[config.mk]
export PLATFORM = sky130hd
export DESIGN_NAME = cpu_unit
export DESIGN_NICKNAME = d
export VERILOG_FILES = /design/src/cpu_pkg.sv /design/src/cpu_unit.sv
export SDC_FILE = /design/constraint.sdc
export NUM_CORES = 1
export LEC_CHECK = 0
export BUFFER_PORTS_ARGS = -buffer_cell sky130_fd_sc_hd__buf_2
export CAP_MARGIN = 0
export CORE_ASPECT_RATIO = 2
export CORE_MARGIN = 2
export CORE_UTILIZATION = 58
export CTS_BUF_LIST = sky130_fd_sc_hd__clkbuf_4
export DETAILED_ROUTE_END_ITERATION = 12
export PLACE_DENSITY = 0.88
export REMOVE_ABC_BUFFERS = 1
export SLEW_MARGIN = 0
export SYNTH_ARGS = -nofsm -noshare
export SYNTH_HDL_FRONTEND = slang
export SYNTH_SLANG_ARGS = --single-unit
[constraint.sdc]
create_clock -name clk_in -period 5.2 [get_ports clk_in]
set_input_delay 0.52 -clock clk_in [delete_from_list [all_inputs] [get_ports clk_in]]
set_output_delay 0.52 -clock clk_in [all_outputs]
set_load 0.005 [all_outputs]
[src/cpu_pkg.sv]
// Package for the compare and PWM unit: constants, modes and state carrier
package cpu_pkg;
   // Unit control mode field values (low nibble of unit_control_reg)
   localparam logic [3:0] MODE_OFF = 4'h0;
   localparam logic [3:0] MODE_CMP_SET = 4'h8;
   localparam logic [3:0] MODE_CMP_CLR = 4'h9;
   localparam logic [3:0] MODE_CMP_TOG = 4'h2;
   localparam logic [3:0] MODE_CMP_TRIG = 4'hB;
   localparam logic [3:0] MODE_PWM = 4'hC;
   localparam int MODE_LSB = 0;
   localparam int DUTY_LSB_POS = 4;
   // Timebase control fields
   localparam int TB_ON_POS = 7;
   localparam int TB_PRE_LSB = 4;
   localparam int TB_POST_LSB = 0;
   localparam int TB_OS_POS = 3;
   localparam logic [7:0] RST_CTRL = 8'h00;
   localparam logic [15:0] RST_CNT = 16'h0000;
   localparam logic [6:0] PRE_MAX = 7'h7F;
   // Timebase run state, Gray coded
   typedef enum logic [1:0] {
      CPU_TB_IDLE = 2'b00,
      CPU_TB_RUN = 2'b01,
      CPU_TB_DONE = 2'b11
   } cpu_tb_state_t;
   typedef struct packed {
      cpu_tb_state_t tb_state;
      logic [7:0] tb_count;
      logic [6:0] pre_count;
      logic [3:0] post_count;
      logic [9:0] duty_latch;
      logic cmp_latch;
      logic match_flag;
      logic conv_trig;
      logic wake;
      logic pin_out;
      logic pin_oe;
      logic internal_out;
      logic counter_reset;
      logic period_event;
   } cpu_state_t;
endpackage : cpu_pkg

[src/cpu_unit.sv]
// Compare and standard PWM unit with 8-bit timebase
// How it works
// - Control register written zero forces the compare latch low.
// - Every mode sets the match event flag on its event.
// - Match with flag set fires conversion trigger when unit is trigger source.
// - Match vanishing before counter reset edge cancels that reset.
// - Matching in sleep needs running counter; enabled match wakes device.
// - Standard PWM up to ten bits on the unit pin.
// - Period, duty, resolution set by period, timebase, compare, control registers.
// - 8-bit timebase and period register, free running or one-shot.
// - Prescaler 1:1 to 1:128, postscaler 1:1 to 1:16.
// - Driver disable one turns pin driver off, zero turns it on when the pin route is selected.
// - Unit output also feeds other on-chip peripherals.
`timescale 1ns/100ps
module cpu_unit
   import cpu_pkg::*;
(
   input wire logic clk_in,
   input wire logic arst_n_in,
   input wire logic ce_in,
   input wire logic instr_tick_in,
   input wire logic [7:0] unit_control_reg_in,
   input wire logic [7:0] compare_value_high_in,
   input wire logic [7:0] compare_value_low_in,
   input wire logic [15:0] compare_time_counter_in,
   input wire logic [7:0] timebase_period_reg_in,
   input wire logic [7:0] timebase_control_reg_in,
   input wire logic ext_start_in,
   input wire logic pin_driver_disable_in,
   input wire logic pin_route_select_in,
   input wire logic trig_source_sel_in,
   input wire logic match_irq_enable_in,
   input wire logic sleep_in,
   input wire logic flag_clear_in,
   output logic pin_out,
   output logic pin_oe_out,
   output logic internal_out,
   output logic match_event_flag_out,
   output logic conv_trig_out,
   output logic counter_reset_out,
   output logic period_event_out,
   output logic wake_out,
   output logic [7:0] pwm_time_counter_out
);
   cpu_state_t r;
   cpu_state_t next_r;
   logic [3:0] mode;
   logic is_pwm;
   logic is_cmp;
   logic cmp_match;
   logic [6:0] pre_limit;
   logic pre_wrap;
   logic tb_wrap;
   logic tb_on;
   logic [9:0] ext_count;
   logic cmp_level;

   assign mode = unit_control_reg_in[MODE_LSB +: 4];
   assign is_pwm = (mode == MODE_PWM);
   assign is_cmp = (mode == MODE_CMP_SET) || (mode == MODE_CMP_CLR) ||
                   (mode == MODE_CMP_TOG) || (mode == MODE_CMP_TRIG);
   // Match is sampled on the live value, so a late rewrite cancels pending reset
   assign cmp_match = (compare_time_counter_in == {compare_value_high_in, compare_value_low_in});
   // Prescale ratio is 2^field, 1:1 to 1:128
   assign pre_limit = PRE_MAX >> (3'd7 - timebase_control_reg_in[TB_PRE_LSB +: 3]);
   assign pre_wrap = (r.pre_count >= pre_limit);
   assign tb_on = timebase_control_reg_in[TB_ON_POS];
   assign tb_wrap = pre_wrap && (r.tb_count >= timebase_period_reg_in);
   // Two prescaler bits extend the count to ten bits of resolution
   assign ext_count = {r.tb_count, r.pre_count[1:0]};
   assign cmp_level = (mode == MODE_CMP_SET) ? 1'b1 :
                      (mode == MODE_CMP_CLR) ? 1'b0 :
                      (mode == MODE_CMP_TOG) ? ~r.cmp_latch : r.cmp_latch;

   // Next-state logic for timebase, compare and pin
   always_comb begin
      next_r = r;
      next_r.conv_trig = 1'b0;
      next_r.counter_reset = 1'b0;
      next_r.period_event = 1'b0;
      next_r.wake = 1'b0;
      // Timebase advances on instruction ticks only
      if (tb_on && instr_tick_in) begin
         case (r.tb_state)
            CPU_TB_IDLE: begin
               if (!timebase_control_reg_in[TB_OS_POS] || ext_start_in) begin
                  next_r.tb_state = CPU_TB_RUN;
               end
            end
            CPU_TB_RUN: begin
               next_r.pre_count = pre_wrap ? 7'h00 : r.pre_count + 7'h01;
               if (tb_wrap) begin
                  next_r.tb_count = 8'h00;
                  // New duty takes effect only at a period boundary to avoid glitches
                  next_r.duty_latch = {compare_value_low_in, unit_control_reg_in[DUTY_LSB_POS +: 2]};
                  if (r.post_count == timebase_control_reg_in[TB_POST_LSB +: 4]) begin
                     next_r.post_count = 4'h0;
                     next_r.period_event = 1'b1;
                  end else begin
                     next_r.post_count = r.post_count + 4'h1;
                  end
                  if (timebase_control_reg_in[TB_OS_POS]) begin
                     next_r.tb_state = CPU_TB_DONE;
                  end
               end else if (pre_wrap) begin
                  next_r.tb_count = r.tb_count + 8'h01;
               end
            end
            CPU_TB_DONE: begin
               if (!ext_start_in) begin
                  next_r.tb_state = CPU_TB_IDLE;
               end
            end
            default: begin
               next_r.tb_state = CPU_TB_IDLE;
            end
         endcase
      end else if (!tb_on) begin
         next_r.tb_state = CPU_TB_IDLE;
         next_r.tb_count = 8'h00;
         next_r.pre_count = 7'h00;
      end
      // Compare event: sets flag, drives latch, and may wake the device
      if (is_cmp && cmp_match && !r.match_flag) begin
         next_r.match_flag = 1'b1;
         next_r.cmp_latch = cmp_level;
         next_r.wake = match_irq_enable_in && sleep_in;
      end else if (is_pwm && tb_wrap && tb_on && instr_tick_in && r.tb_state == CPU_TB_RUN) begin
         next_r.match_flag = 1'b1;
      end else if (flag_clear_in && !(is_cmp && cmp_match)) begin
         // A match in the same cycle as the clear wins, so no event is lost
         next_r.match_flag = 1'b0;
      end
      // Single-cycle pulses; a match held for many cycles retriggers every other cycle
      if (is_cmp && r.match_flag && cmp_match && trig_source_sel_in && !r.conv_trig) begin
         next_r.conv_trig = 1'b1;
      end
      // Reset only if match still holds one edge after the trigger
      if (r.conv_trig && cmp_match && mode == MODE_CMP_TRIG) begin
         next_r.counter_reset = 1'b1;
      end
      if (unit_control_reg_in == RST_CTRL) begin
         next_r.cmp_latch = 1'b0;
      end
      if (is_pwm) begin
         next_r.internal_out = (ext_count < r.duty_latch) && r.tb_state == CPU_TB_RUN;
      end else begin
         next_r.internal_out = next_r.cmp_latch;
      end
      next_r.pin_oe = !pin_driver_disable_in && pin_route_select_in;
      next_r.pin_out = next_r.pin_oe && next_r.internal_out;
   end

   // State register, frozen while clock enable is low
   always_ff @(posedge clk_in or negedge arst_n_in) begin
      if (!arst_n_in) begin
         r <= '0;
      end else if (ce_in) begin
         r <= next_r;
      end
   end

   assign pin_out = r.pin_out;
   assign pin_oe_out = r.pin_oe;
   assign internal_out = r.internal_out;
   assign match_event_flag_out = r.match_flag;
   assign conv_trig_out = r.conv_trig;
   assign counter_reset_out = r.counter_reset;
   assign period_event_out = r.period_event;
   assign wake_out = r.wake;
   assign pwm_time_counter_out = r.tb_count;

   property p_zero_ctrl;
      @(posedge clk_in) disable iff (!arst_n_in)
      (ce_in && unit_control_reg_in == RST_CTRL) |=> !r.cmp_latch;
   endproperty
   a_zero_ctrl: assert property (p_zero_ctrl) else $error("latch not cleared");
   property p_flag;
      @(posedge clk_in) disable iff (!arst_n_in)
      (ce_in && is_cmp && cmp_match) |=> match_event_flag_out;
   endproperty
   a_flag: assert property (p_flag) else $error("match flag not set");
   property p_trig;
      @(posedge clk_in) disable iff (!arst_n_in)
      conv_trig_out |-> $past(match_event_flag_out) && $past(trig_source_sel_in);
   endproperty
   a_trig: assert property (p_trig) else $error("trigger without cause");
   property p_trig_once;
      @(posedge clk_in) disable iff (!arst_n_in)
      (ce_in && conv_trig_out) |=> !conv_trig_out;
   endproperty
   a_trig_once: assert property (p_trig_once) else $error("trigger longer than one cycle");
   property p_reset;
      @(posedge clk_in) disable iff (!arst_n_in)
      counter_reset_out |-> $past(conv_trig_out);
   endproperty
   a_reset: assert property (p_reset) else $error("reset without trigger");
   property p_wake;
      @(posedge clk_in) disable iff (!arst_n_in)
      wake_out |-> $past(match_irq_enable_in) && $past(sleep_in);
   endproperty
   a_wake: assert property (p_wake) else $error("spurious wake");
   property p_driver;
      @(posedge clk_in) disable iff (!arst_n_in)
      pin_out |-> pin_oe_out;
   endproperty
   a_driver: assert property (p_driver) else $error("pin driven while off");
   property p_dis;
      @(posedge clk_in) disable iff (!arst_n_in)
      (ce_in && pin_driver_disable_in) |=> !pin_oe_out;
   endproperty
   a_dis: assert property (p_dis) else $error("driver not off");
   property p_oe_on;
      @(posedge clk_in) disable iff (!arst_n_in)
      (ce_in && !pin_driver_disable_in && pin_route_select_in) |=> pin_oe_out;
   endproperty
   a_oe_on: assert property (p_oe_on) else $error("driver not on");
   property p_period;
      @(posedge clk_in) disable iff (!arst_n_in)
      (pwm_time_counter_out == 8'h00 && $past(pwm_time_counter_out) != 8'h00)
         |-> $past(pwm_time_counter_out) >= $past(timebase_period_reg_in);
   endproperty
   a_period: assert property (p_period) else $error("early wrap");
endmodule : cpu_unit

==> results.sh, run 1 <==
export IMPL_yosysSeqAreaShare_pct=34.3
export IMPL_muxShareOfSynthArea_pct=4.21
export IMPL_drt_first_iter_violations=42
export IMPL_criticalPathCategory="input port to register"
export IMPL_drive_gt1_share_pct=30.3
export IMPL_ys_types=62
export IMPL_run_status="finished, final reports clean"
export IMPL_synth_compound_area_share_pct=17.9
export IMPL_grt_max_degree=41
export IMPL_worst_clock_skew_ns=0.0204
export IMPL_r2r_start="pwm_time_counter_out[0]$_DFFE_PN0P_"
export IMPL_synth_edff_count=0
export IMPL_io_buffers=82
export IMPL_largest_reg_flops=22
export IMPL_synth_simple_gate_area_share_pct=17.7
export IMPL_drv_slew=0
export IMPL_cts_tree="done"
export IMPL_nets=473
export IMPL_slowest_delay_ns=0.43
export IMPL_synth_area_um2=2920
export IMPL_power_density_nw_per_um2=182
export IMPL_cts_buffer_depth=2
export IMPL_crit_chain="buf_2 -> or3_1 -> ha_1 -> nand2b_1 -> a211oi_1 -> o21ai_4 -> nand3_2 -> or2_0 -> mux2_2"
export IMPL_grt_pass1_vias=2771
export IMPL_gp_congestion=0.873
export IMPL_p_sw_uw=186
export IMPL_busiest_layer="met2"
export IMPL_syn_area_per_cell_um2=9.62
export IMPL_dieHeight_um=104
export IMPL_fp_row_count=36
export IMPL_ant_nets=0
export IMPL_worstPathArrival_ns=2.90
export IMPL_leakage_nw=1.71
export IMPL_place_ws_ns=2.22
export IMPL_postCtsHoldBufs=0
export IMPL_synthXorXnorAreaFrac_pct=7.81
export IMPL_path_max_fanout=8
export IMPL_cts_made_buffers=5
export IMPL_vdd_drop_max_mv=0.202
export IMPL_drc=0
export IMPL_sequentialPowerShare_pct=53.8
export IMPL_power_total_uw=609
export IMPL_multi_input_area_um2=1730
export IMPL_clkPwrFrac_pct=25.5
export IMPL_path_clk_slew_ns=0.13
export IMPL_max_freq_mhz=378
export IMPL_crit_family="simple AND/OR/NAND/NOR gates"
export IMPL_synth_top_family_by_area="compound AO/OA/AOI/OAI gates"
export IMPL_grtUsageMet1_pct=26.3
export IMPL_utilization_pct=68.9
export IMPL_synth_ff_latch_count=40
export IMPL_max_flop_register="r"
export IMPL_insertion_delay_ns=0.38
export IMPL_antenna_found_initial=0
export IMPL_hold_path_class="input port to async pin"
export IMPL_worstSetupEndpointType="register"
export IMPL_grtUsageMet2_pct=50.1
export IMPL_cpMaxStageDelayCell="a211oi_1"
export IMPL_syn_to_final_growth_pct=15.0
export IMPL_io_pins=83
export IMPL_setup_viol=0
export IMPL_wirelength_mm=6.94
export IMPL_ctsResizeCount=0
export IMPL_reg2reg_depth=8
export IMPL_p_sw_share_pct=30.5
export IMPL_intPower_uw=424
export IMPL_min_period_ns=2.64
export IMPL_initial_core_util_pct=59.9
export IMPL_final_setup_tns_ns=0
export IMPL_nFillCells=422
export IMPL_grt_use_met3_pct=4.60
export IMPL_dp_hpwl_mm=5.56
export IMPL_seqCellArea_um2=1000
export IMPL_cts_setup_buffers=0
export IMPL_root_buffer="clkbuf_4"
export IMPL_synth_adder_area_share_pct=11.6
export IMPL_maxSlewHeadroom_pct=26.7
export IMPL_finalWorstSetupSlack_ns=2.56
export IMPL_overflow=0
export IMPL_hold_viol_final=0
export IMPL_ys_flop_type="dfrtp_1"
export IMPL_grt_pass1_wl_mm=11.7
export IMPL_reg2reg_to="r[11]$_DFFE_PN0P_"
export IMPL_r2r_slack_ns=2.56
export IMPL_yosysWarningCount=0
export IMPL_rsz0062_at_grt="false"
export IMPL_tightest_slew_ns=1.09
export IMPL_critPathLaunchType="input port"
export IMPL_min_period_over_period_pct=50.9
export IMPL_p_comb_share_pct=20.7
export IMPL_syn_inst=303
export IMPL_max_cap_violations=0
export IMPL_cp_buffers_inverters=1
export IMPL_core_area_um2=4860
export IMPL_num_vias=2620
export IMPL_drtPass1Iterations=4
export IMPL_wl_per_cell_um=15.9
export IMPL_n_antenna_cell=0
export IMPL_cp_data_required_time_ns=5.46
export IMPL_htree_levels=2
export IMPL_async_flop_share_pct=100
export IMPL_die_area_um2=5640
export IMPL_grt_util_all_layers_pct=27.4
export IMPL_clock_sinks=40
export IMPL_die_w_um=54.1
export IMPL_viasPerCell=6.00
[layout make-up]
cell class / count / area share [%]
Clock buffer: 5 / 1.12
Inverter: 25 / 2.80
Clock inverter: 3 / 0.410
Timing Repair Buffer: 82 / 12.2
Tap cell: 57 / 2.13
Sequential cell: 40 / 29.9
Multi-Input combinational cell: 225 / 51.5
[synth_stat cells (2+ instances only)]
master | number | area (µm²)
a22o_2 | 2 | 20.0
nor2_2 | 2 | 12.5
ha_1 | 27 | 338
a22oi_1 | 5 | 37.5
nand3_1 | 8 | 40.0
nand3b_1 | 3 | 22.5
xor2_1 | 9 | 78.8
or4_1 | 3 | 22.5
o41ai_1 | 2 | 17.5
and4_1 | 2 | 17.5
nand2_1 | 17 | 63.8
o21a_1 | 3 | 22.5
buf_6 | 2 | 22.5
a21oi_1 | 9 | 45.0
nand2b_1 | 5 | 31.3
a211oi_1 | 2 | 15.0
xnor2_1 | 17 | 149
nor4b_1 | 2 | 17.5
a2bb2oi_1 | 3 | 26.3
nor3_1 | 3 | 15.0
nand4_1 | 10 | 62.6
o21ai_0 | 14 | 70.1
a21o_1 | 6 | 45.0
o2111ai_1 | 2 | 17.5
or3_1 | 4 | 25.0
nor2_1 | 17 | 63.8
inv_1 | 24 | 90.1
clkbuf_1 | 2 | 7.51
nor4_1 | 2 | 12.5
mux2_2 | 10 | 113
dfrtp_1 | 40 | 1000
a211o_1 | 3 | 26.3
o2bb2ai_1 | 2 | 17.5
o31ai_1 | 4 | 30.0
nor2b_1 | 3 | 18.8
buf_4 | 8 | 60.1
[worst max path at each step]
stage / slack, ns / start / depth (start not counted) / endpoint
final: 2.56 / timebase_control_reg_in[6] / 9 / r[11]$_DFFE_PN0P_
after global placement: 2.29 / timebase_control_reg_in[6] / 9 / r[11]$_DFFE_PN0P_
after detailed placement: 2.22 / timebase_control_reg_in[6] / 9 / r[11]$_DFFE_PN0P_
after CTS: 2.60 / pwm_time_counter_out[0]$_DFFE_PN0P_ / 8 / r[11]$_DFFE_PN0P_
after global routing: 2.38 / pwm_time_counter_out[0]$_DFFE_PN0P_ / 8 / r[11]$_DFFE_PN0P_
after floorplan: 2.57 / timebase_control_reg_in[6] / 8 / r[11]$_DFFE_PN0P_
[power groups by stage]
| stage | clock [mW] | combinational, mW | sequential [mW] |
|---|---|---|---|
| 2_1_floorplan | 0 | 0.0656 | 0.331 |
| 3_3_place_gp | 0 | 0.121 | 0.333 |
| 3_5_place_dp | 0 | 0.126 | 0.333 |
| 5_1_grt | 0.173 | 0.143 | 0.328 |
| 4_1_cts | 0.159 | 0.127 | 0.327 |
| 6_report | 0.155 | 0.126 | 0.328 |
[cell families after synthesis]
family                     Yosys count
DFF                                 40
xor gates and xnor gates            26
adders and majority gates           27
muxes                               11
and+or+nand+nor                     90
buffers and inverters               38
AOI/OAI and AO/OA                   71
[cell usage in the layout, fill, tap and decap left out, types with 5 or more instances in the layout]
master / instances
a21o_1: 6
a21oi_1: 9
a22oi_1: 5
buf_2: 82
clkbuf_4: 5
dfrtp_1: 40
ha_1: 27
inv_1: 24
mux2_2: 10
nand2_1: 17
nand2b_1: 5
nand3_1: 8
nand4_1: 10
nor2_1: 17
o21ai_0: 14
xnor2_1: 17
xor2_1: 9
[routing by layer]
layer	share of wire [%]	vias to the layer above
li1	-	1251
met1	34	1258
met2	57	87
met3	4.0	24
met4	4.4	0
met5	0	-
[stage by stage]
| stage | cells | hold WS [ns] | area [µm²] |
|---|---|---|---|
| CTS | 437 | 0.277 | 3350 |
| floorplan | 290 | 0.224 | 2820 |
| global placement | 429 | 0.464 | 3300 |
| global route | 437 | 0.317 | 3350 |
| detailed placement | 429 | 0.472 | 3300 |
| finish | 437 | 0.265 | 3350 |
Power figures use the tool's default switching activity.
==> run 2: changes to the inputs <==
--- a/config.mk
+++ b/config.mk
@@ -9,10 +9,10 @@
 export CAP_MARGIN = 0
 export CORE_ASPECT_RATIO = 2
 export CORE_MARGIN = 2
-export CORE_UTILIZATION = 58
+export CORE_UTILIZATION = 54
 export CTS_BUF_LIST = sky130_fd_sc_hd__clkbuf_4
 export DETAILED_ROUTE_END_ITERATION = 12
-export PLACE_DENSITY = 0.88
+export PLACE_DENSITY = 0.82
 export REMOVE_ABC_BUFFERS = 1
 export SLEW_MARGIN = 0
 export SYNTH_ARGS = -nofsm -noshare
==> constraint.sdc (replaced) <==
create_clock -name clk_in -period 2.7 [get_ports clk_in]
set_input_delay 0.27 -clock clk_in [delete_from_list [all_inputs] [get_ports clk_in]]
set_output_delay 0.27 -clock clk_in [all_outputs]
set_load 0.005 [all_outputs]
==> run 2 against run 1 <==
Effect of this change:
- sequential share of layout area decreased by 0.72 points
- largest cell class unchanged
- global-route usage is 3.5 points lower
- power is 110% higher
- utilization down 2.7 points
- wire length shrank 6.0%
- final area rose by 2.5%
- critical endpoint is now r[16]$_DFFE_PN0P_
- via count fell by 0.38%
- register-to-register slack got worse by 2.3 ns
- first-iteration DRC count is 31% higher
- critical path depth down 2
- clock power grew to 2.6 times the previous value
- clock skew down 0.0029 ns
==> results.sh, run 2 (synthesis gave the netlist of run 1 again) <==
export IMPL_maxSlewHeadroom_pct=40.3
export IMPL_grt_util_all_layers_pct=23.9
export IMPL_overflow=0
export IMPL_die_w_um=56.0
export IMPL_ctsResizeCount=0
export IMPL_htree_levels=2
export IMPL_min_period_over_period_pct=90.5
export IMPL_hold_viol_final=0
export IMPL_p_comb_share_pct=20.0
export IMPL_p_sw_share_pct=27.3
export IMPL_run_status="finished, final reports clean"
export IMPL_max_cap_violations=0
export IMPL_dieHeight_um=108
export IMPL_drt_first_iter_violations=55
export IMPL_place_ws_ns=0.00950
export IMPL_rsz0062_at_grt="false"
export IMPL_num_vias=2610
export IMPL_final_setup_tns_ns=0
export IMPL_sequentialPowerShare_pct=48.6
export IMPL_viasPerCell=5.87
export IMPL_layout_commonest_cell="buf_2"
export IMPL_cts_tree="done"
export IMPL_reg2reg_to="r[16]$_DFFE_PN0P_"
export IMPL_r2r_start="r[28]$_DFFE_PN0P_"
export IMPL_dp_hpwl_mm=5.41
export IMPL_grt_pass1_wl_mm=11.6
export IMPL_r2r_slack_ns=0.26
export IMPL_largest_reg_flops=22
export IMPL_tightest_slew_ns=0.896
export IMPL_hold_path_class="input port to async pin"
export IMPL_gp_congestion=0.865
export IMPL_worst_clock_skew_ns=0.0176
export IMPL_grt_pass1_vias=2770
export IMPL_critPathLaunchType="register"
export IMPL_setup_viol=0
export IMPL_cts_buffer_depth=2
export IMPL_vdd_drop_max_mv=0.395
export IMPL_core_area_um2=5180
export IMPL_whs_ns=0.0300
export IMPL_worstSetupEndpoint="r[16]$_DFFE_PN0P_"
export IMPL_wirelength_mm=6.53
export IMPL_die_area_um2=6040
export IMPL_cts_made_buffers=5
export IMPL_fin_cells=445
export IMPL_path_clk_slew_ns=0.13
export IMPL_root_buffer="clkbuf_4"
export IMPL_grt_max_degree=41
export IMPL_critPathLaunch="r[28]$_DFFE_PN0P_"
export IMPL_finalWorstSetupSlack_ns=0.256
export IMPL_nets=480
export IMPL_wl_per_cell_um=14.7
export IMPL_n_antenna_cell=0
export IMPL_drtPass1Iterations=4
export IMPL_min_period_ns=2.44
export IMPL_insertion_delay_ns=0.35
export IMPL_io_buffers=82
export IMPL_power_density_nw_per_um2=374
export IMPL_intPower_uw=934
export IMPL_criticalPathCategory="register to register"
export IMPL_antenna_found_initial=0
export IMPL_cts_setup_buffers=0
export IMPL_path_max_fanout=10
export IMPL_dp_cells=437
export IMPL_cp_data_required_time_ns=2.94
export IMPL_clock_sinks=40
export IMPL_worstPathArrival_ns=2.69
export IMPL_power_total_mw=1.28
export IMPL_ant_nets=0
export IMPL_nFillCells=463
export IMPL_drv_slew=0
export IMPL_drc=0
export IMPL_postCtsHoldBufs=0
export IMPL_io_pins=83
export IMPL_worstSetupEndpointType="register"
export IMPL_clkPwrFrac_pct=31.4
export IMPL_reg2reg_depth=7
export IMPL_drive_gt1_share_pct=31.8
export IMPL_p_sw_uw=351
export IMPL_initial_core_util_pct=56.2
export IMPL_fp_row_count=37
export IMPL_syn_to_final_growth_pct=17.9
export IMPL_leakage_nw=1.75
export IMPL_max_flop_register="r"
export IMPL_layout_common_cells="buf_2 (82), dfrtp_1 (40), ha_1 (27), inv_1 (24)"
export IMPL_max_freq_mhz=409
[run 2: cell count changes in the layout (fill, tap and decap cells not counted), sizes merged]
cell / change
clkinv: -2
clkbuf: +1
bufinv: +1
buf: +7
[run 2: layout make-up]
cell class	instances	area (µm²)	share of cell area [%]
inverters	25	93.8	2.73
clock inverters	2	35.0	1.02
multi-input cells	225	1730	50.2
flip-flops and latches	40	1000	29.1
well taps	58	72.6	2.11
clock buffers	6	45.0	1.31
repair buffers	89	463	13.5
[run 2: power groups by stage]
stage                     Sequential [mW]  Combinational (mW)  Clock (mW)
after floorplan                     0.637               0.126           0
after global placement              0.636               0.252           0
after detailed placement            0.636               0.259           0
after CTS                           0.624               0.261       0.410
after global routing                0.627               0.290       0.430
final                               0.624               0.257       0.403
[run 2: how the worst min path moves through the flow]
stage                                                      to      start
after floorplan                     conv_trig_out$_DFFE_PN0P_  arst_n_in
after global placement    pwm_time_counter_out[1]$_DFFE_PN0P_  arst_n_in
after detailed placement  pwm_time_counter_out[0]$_DFFE_PN0P_  arst_n_in
after CTS                                   r[26]$_DFFE_PN0P_  arst_n_in
after global routing                        r[12]$_DFFE_PN0P_  arst_n_in
final                                       r[12]$_DFFE_PN0P_  arst_n_in
[run 2: metal layers]
layer,global-route usage (%),up-vias,wire length (µm)
li1,-,1262,-
met4,11.2,0,208
met1,23.7,1263,2230
met2,48.0,66,3890
met5,0,-,0
met3,2.52,19,197
[run 2: critical path, stage by stage, from the launching register on]
cell and delay, ns:
dfrtp_1 0.45, ha_1 0.32, and4_1 0.17, o21ai_1 0.09, o21ai_4 0.27, nand3_2 0.19, nor2_2 0.44, mux2_2 0.40
[run 2: per-stage QoR]
stage,utilization (%),instance area [µm²]
3_3_place_gp,64.7,3360
4_1_cts,66.3,3440
2_1_floorplan,-,2820
6_report,66.3,3440
5_1_grt,66.3,3440
3_5_place_dp,64.7,3360
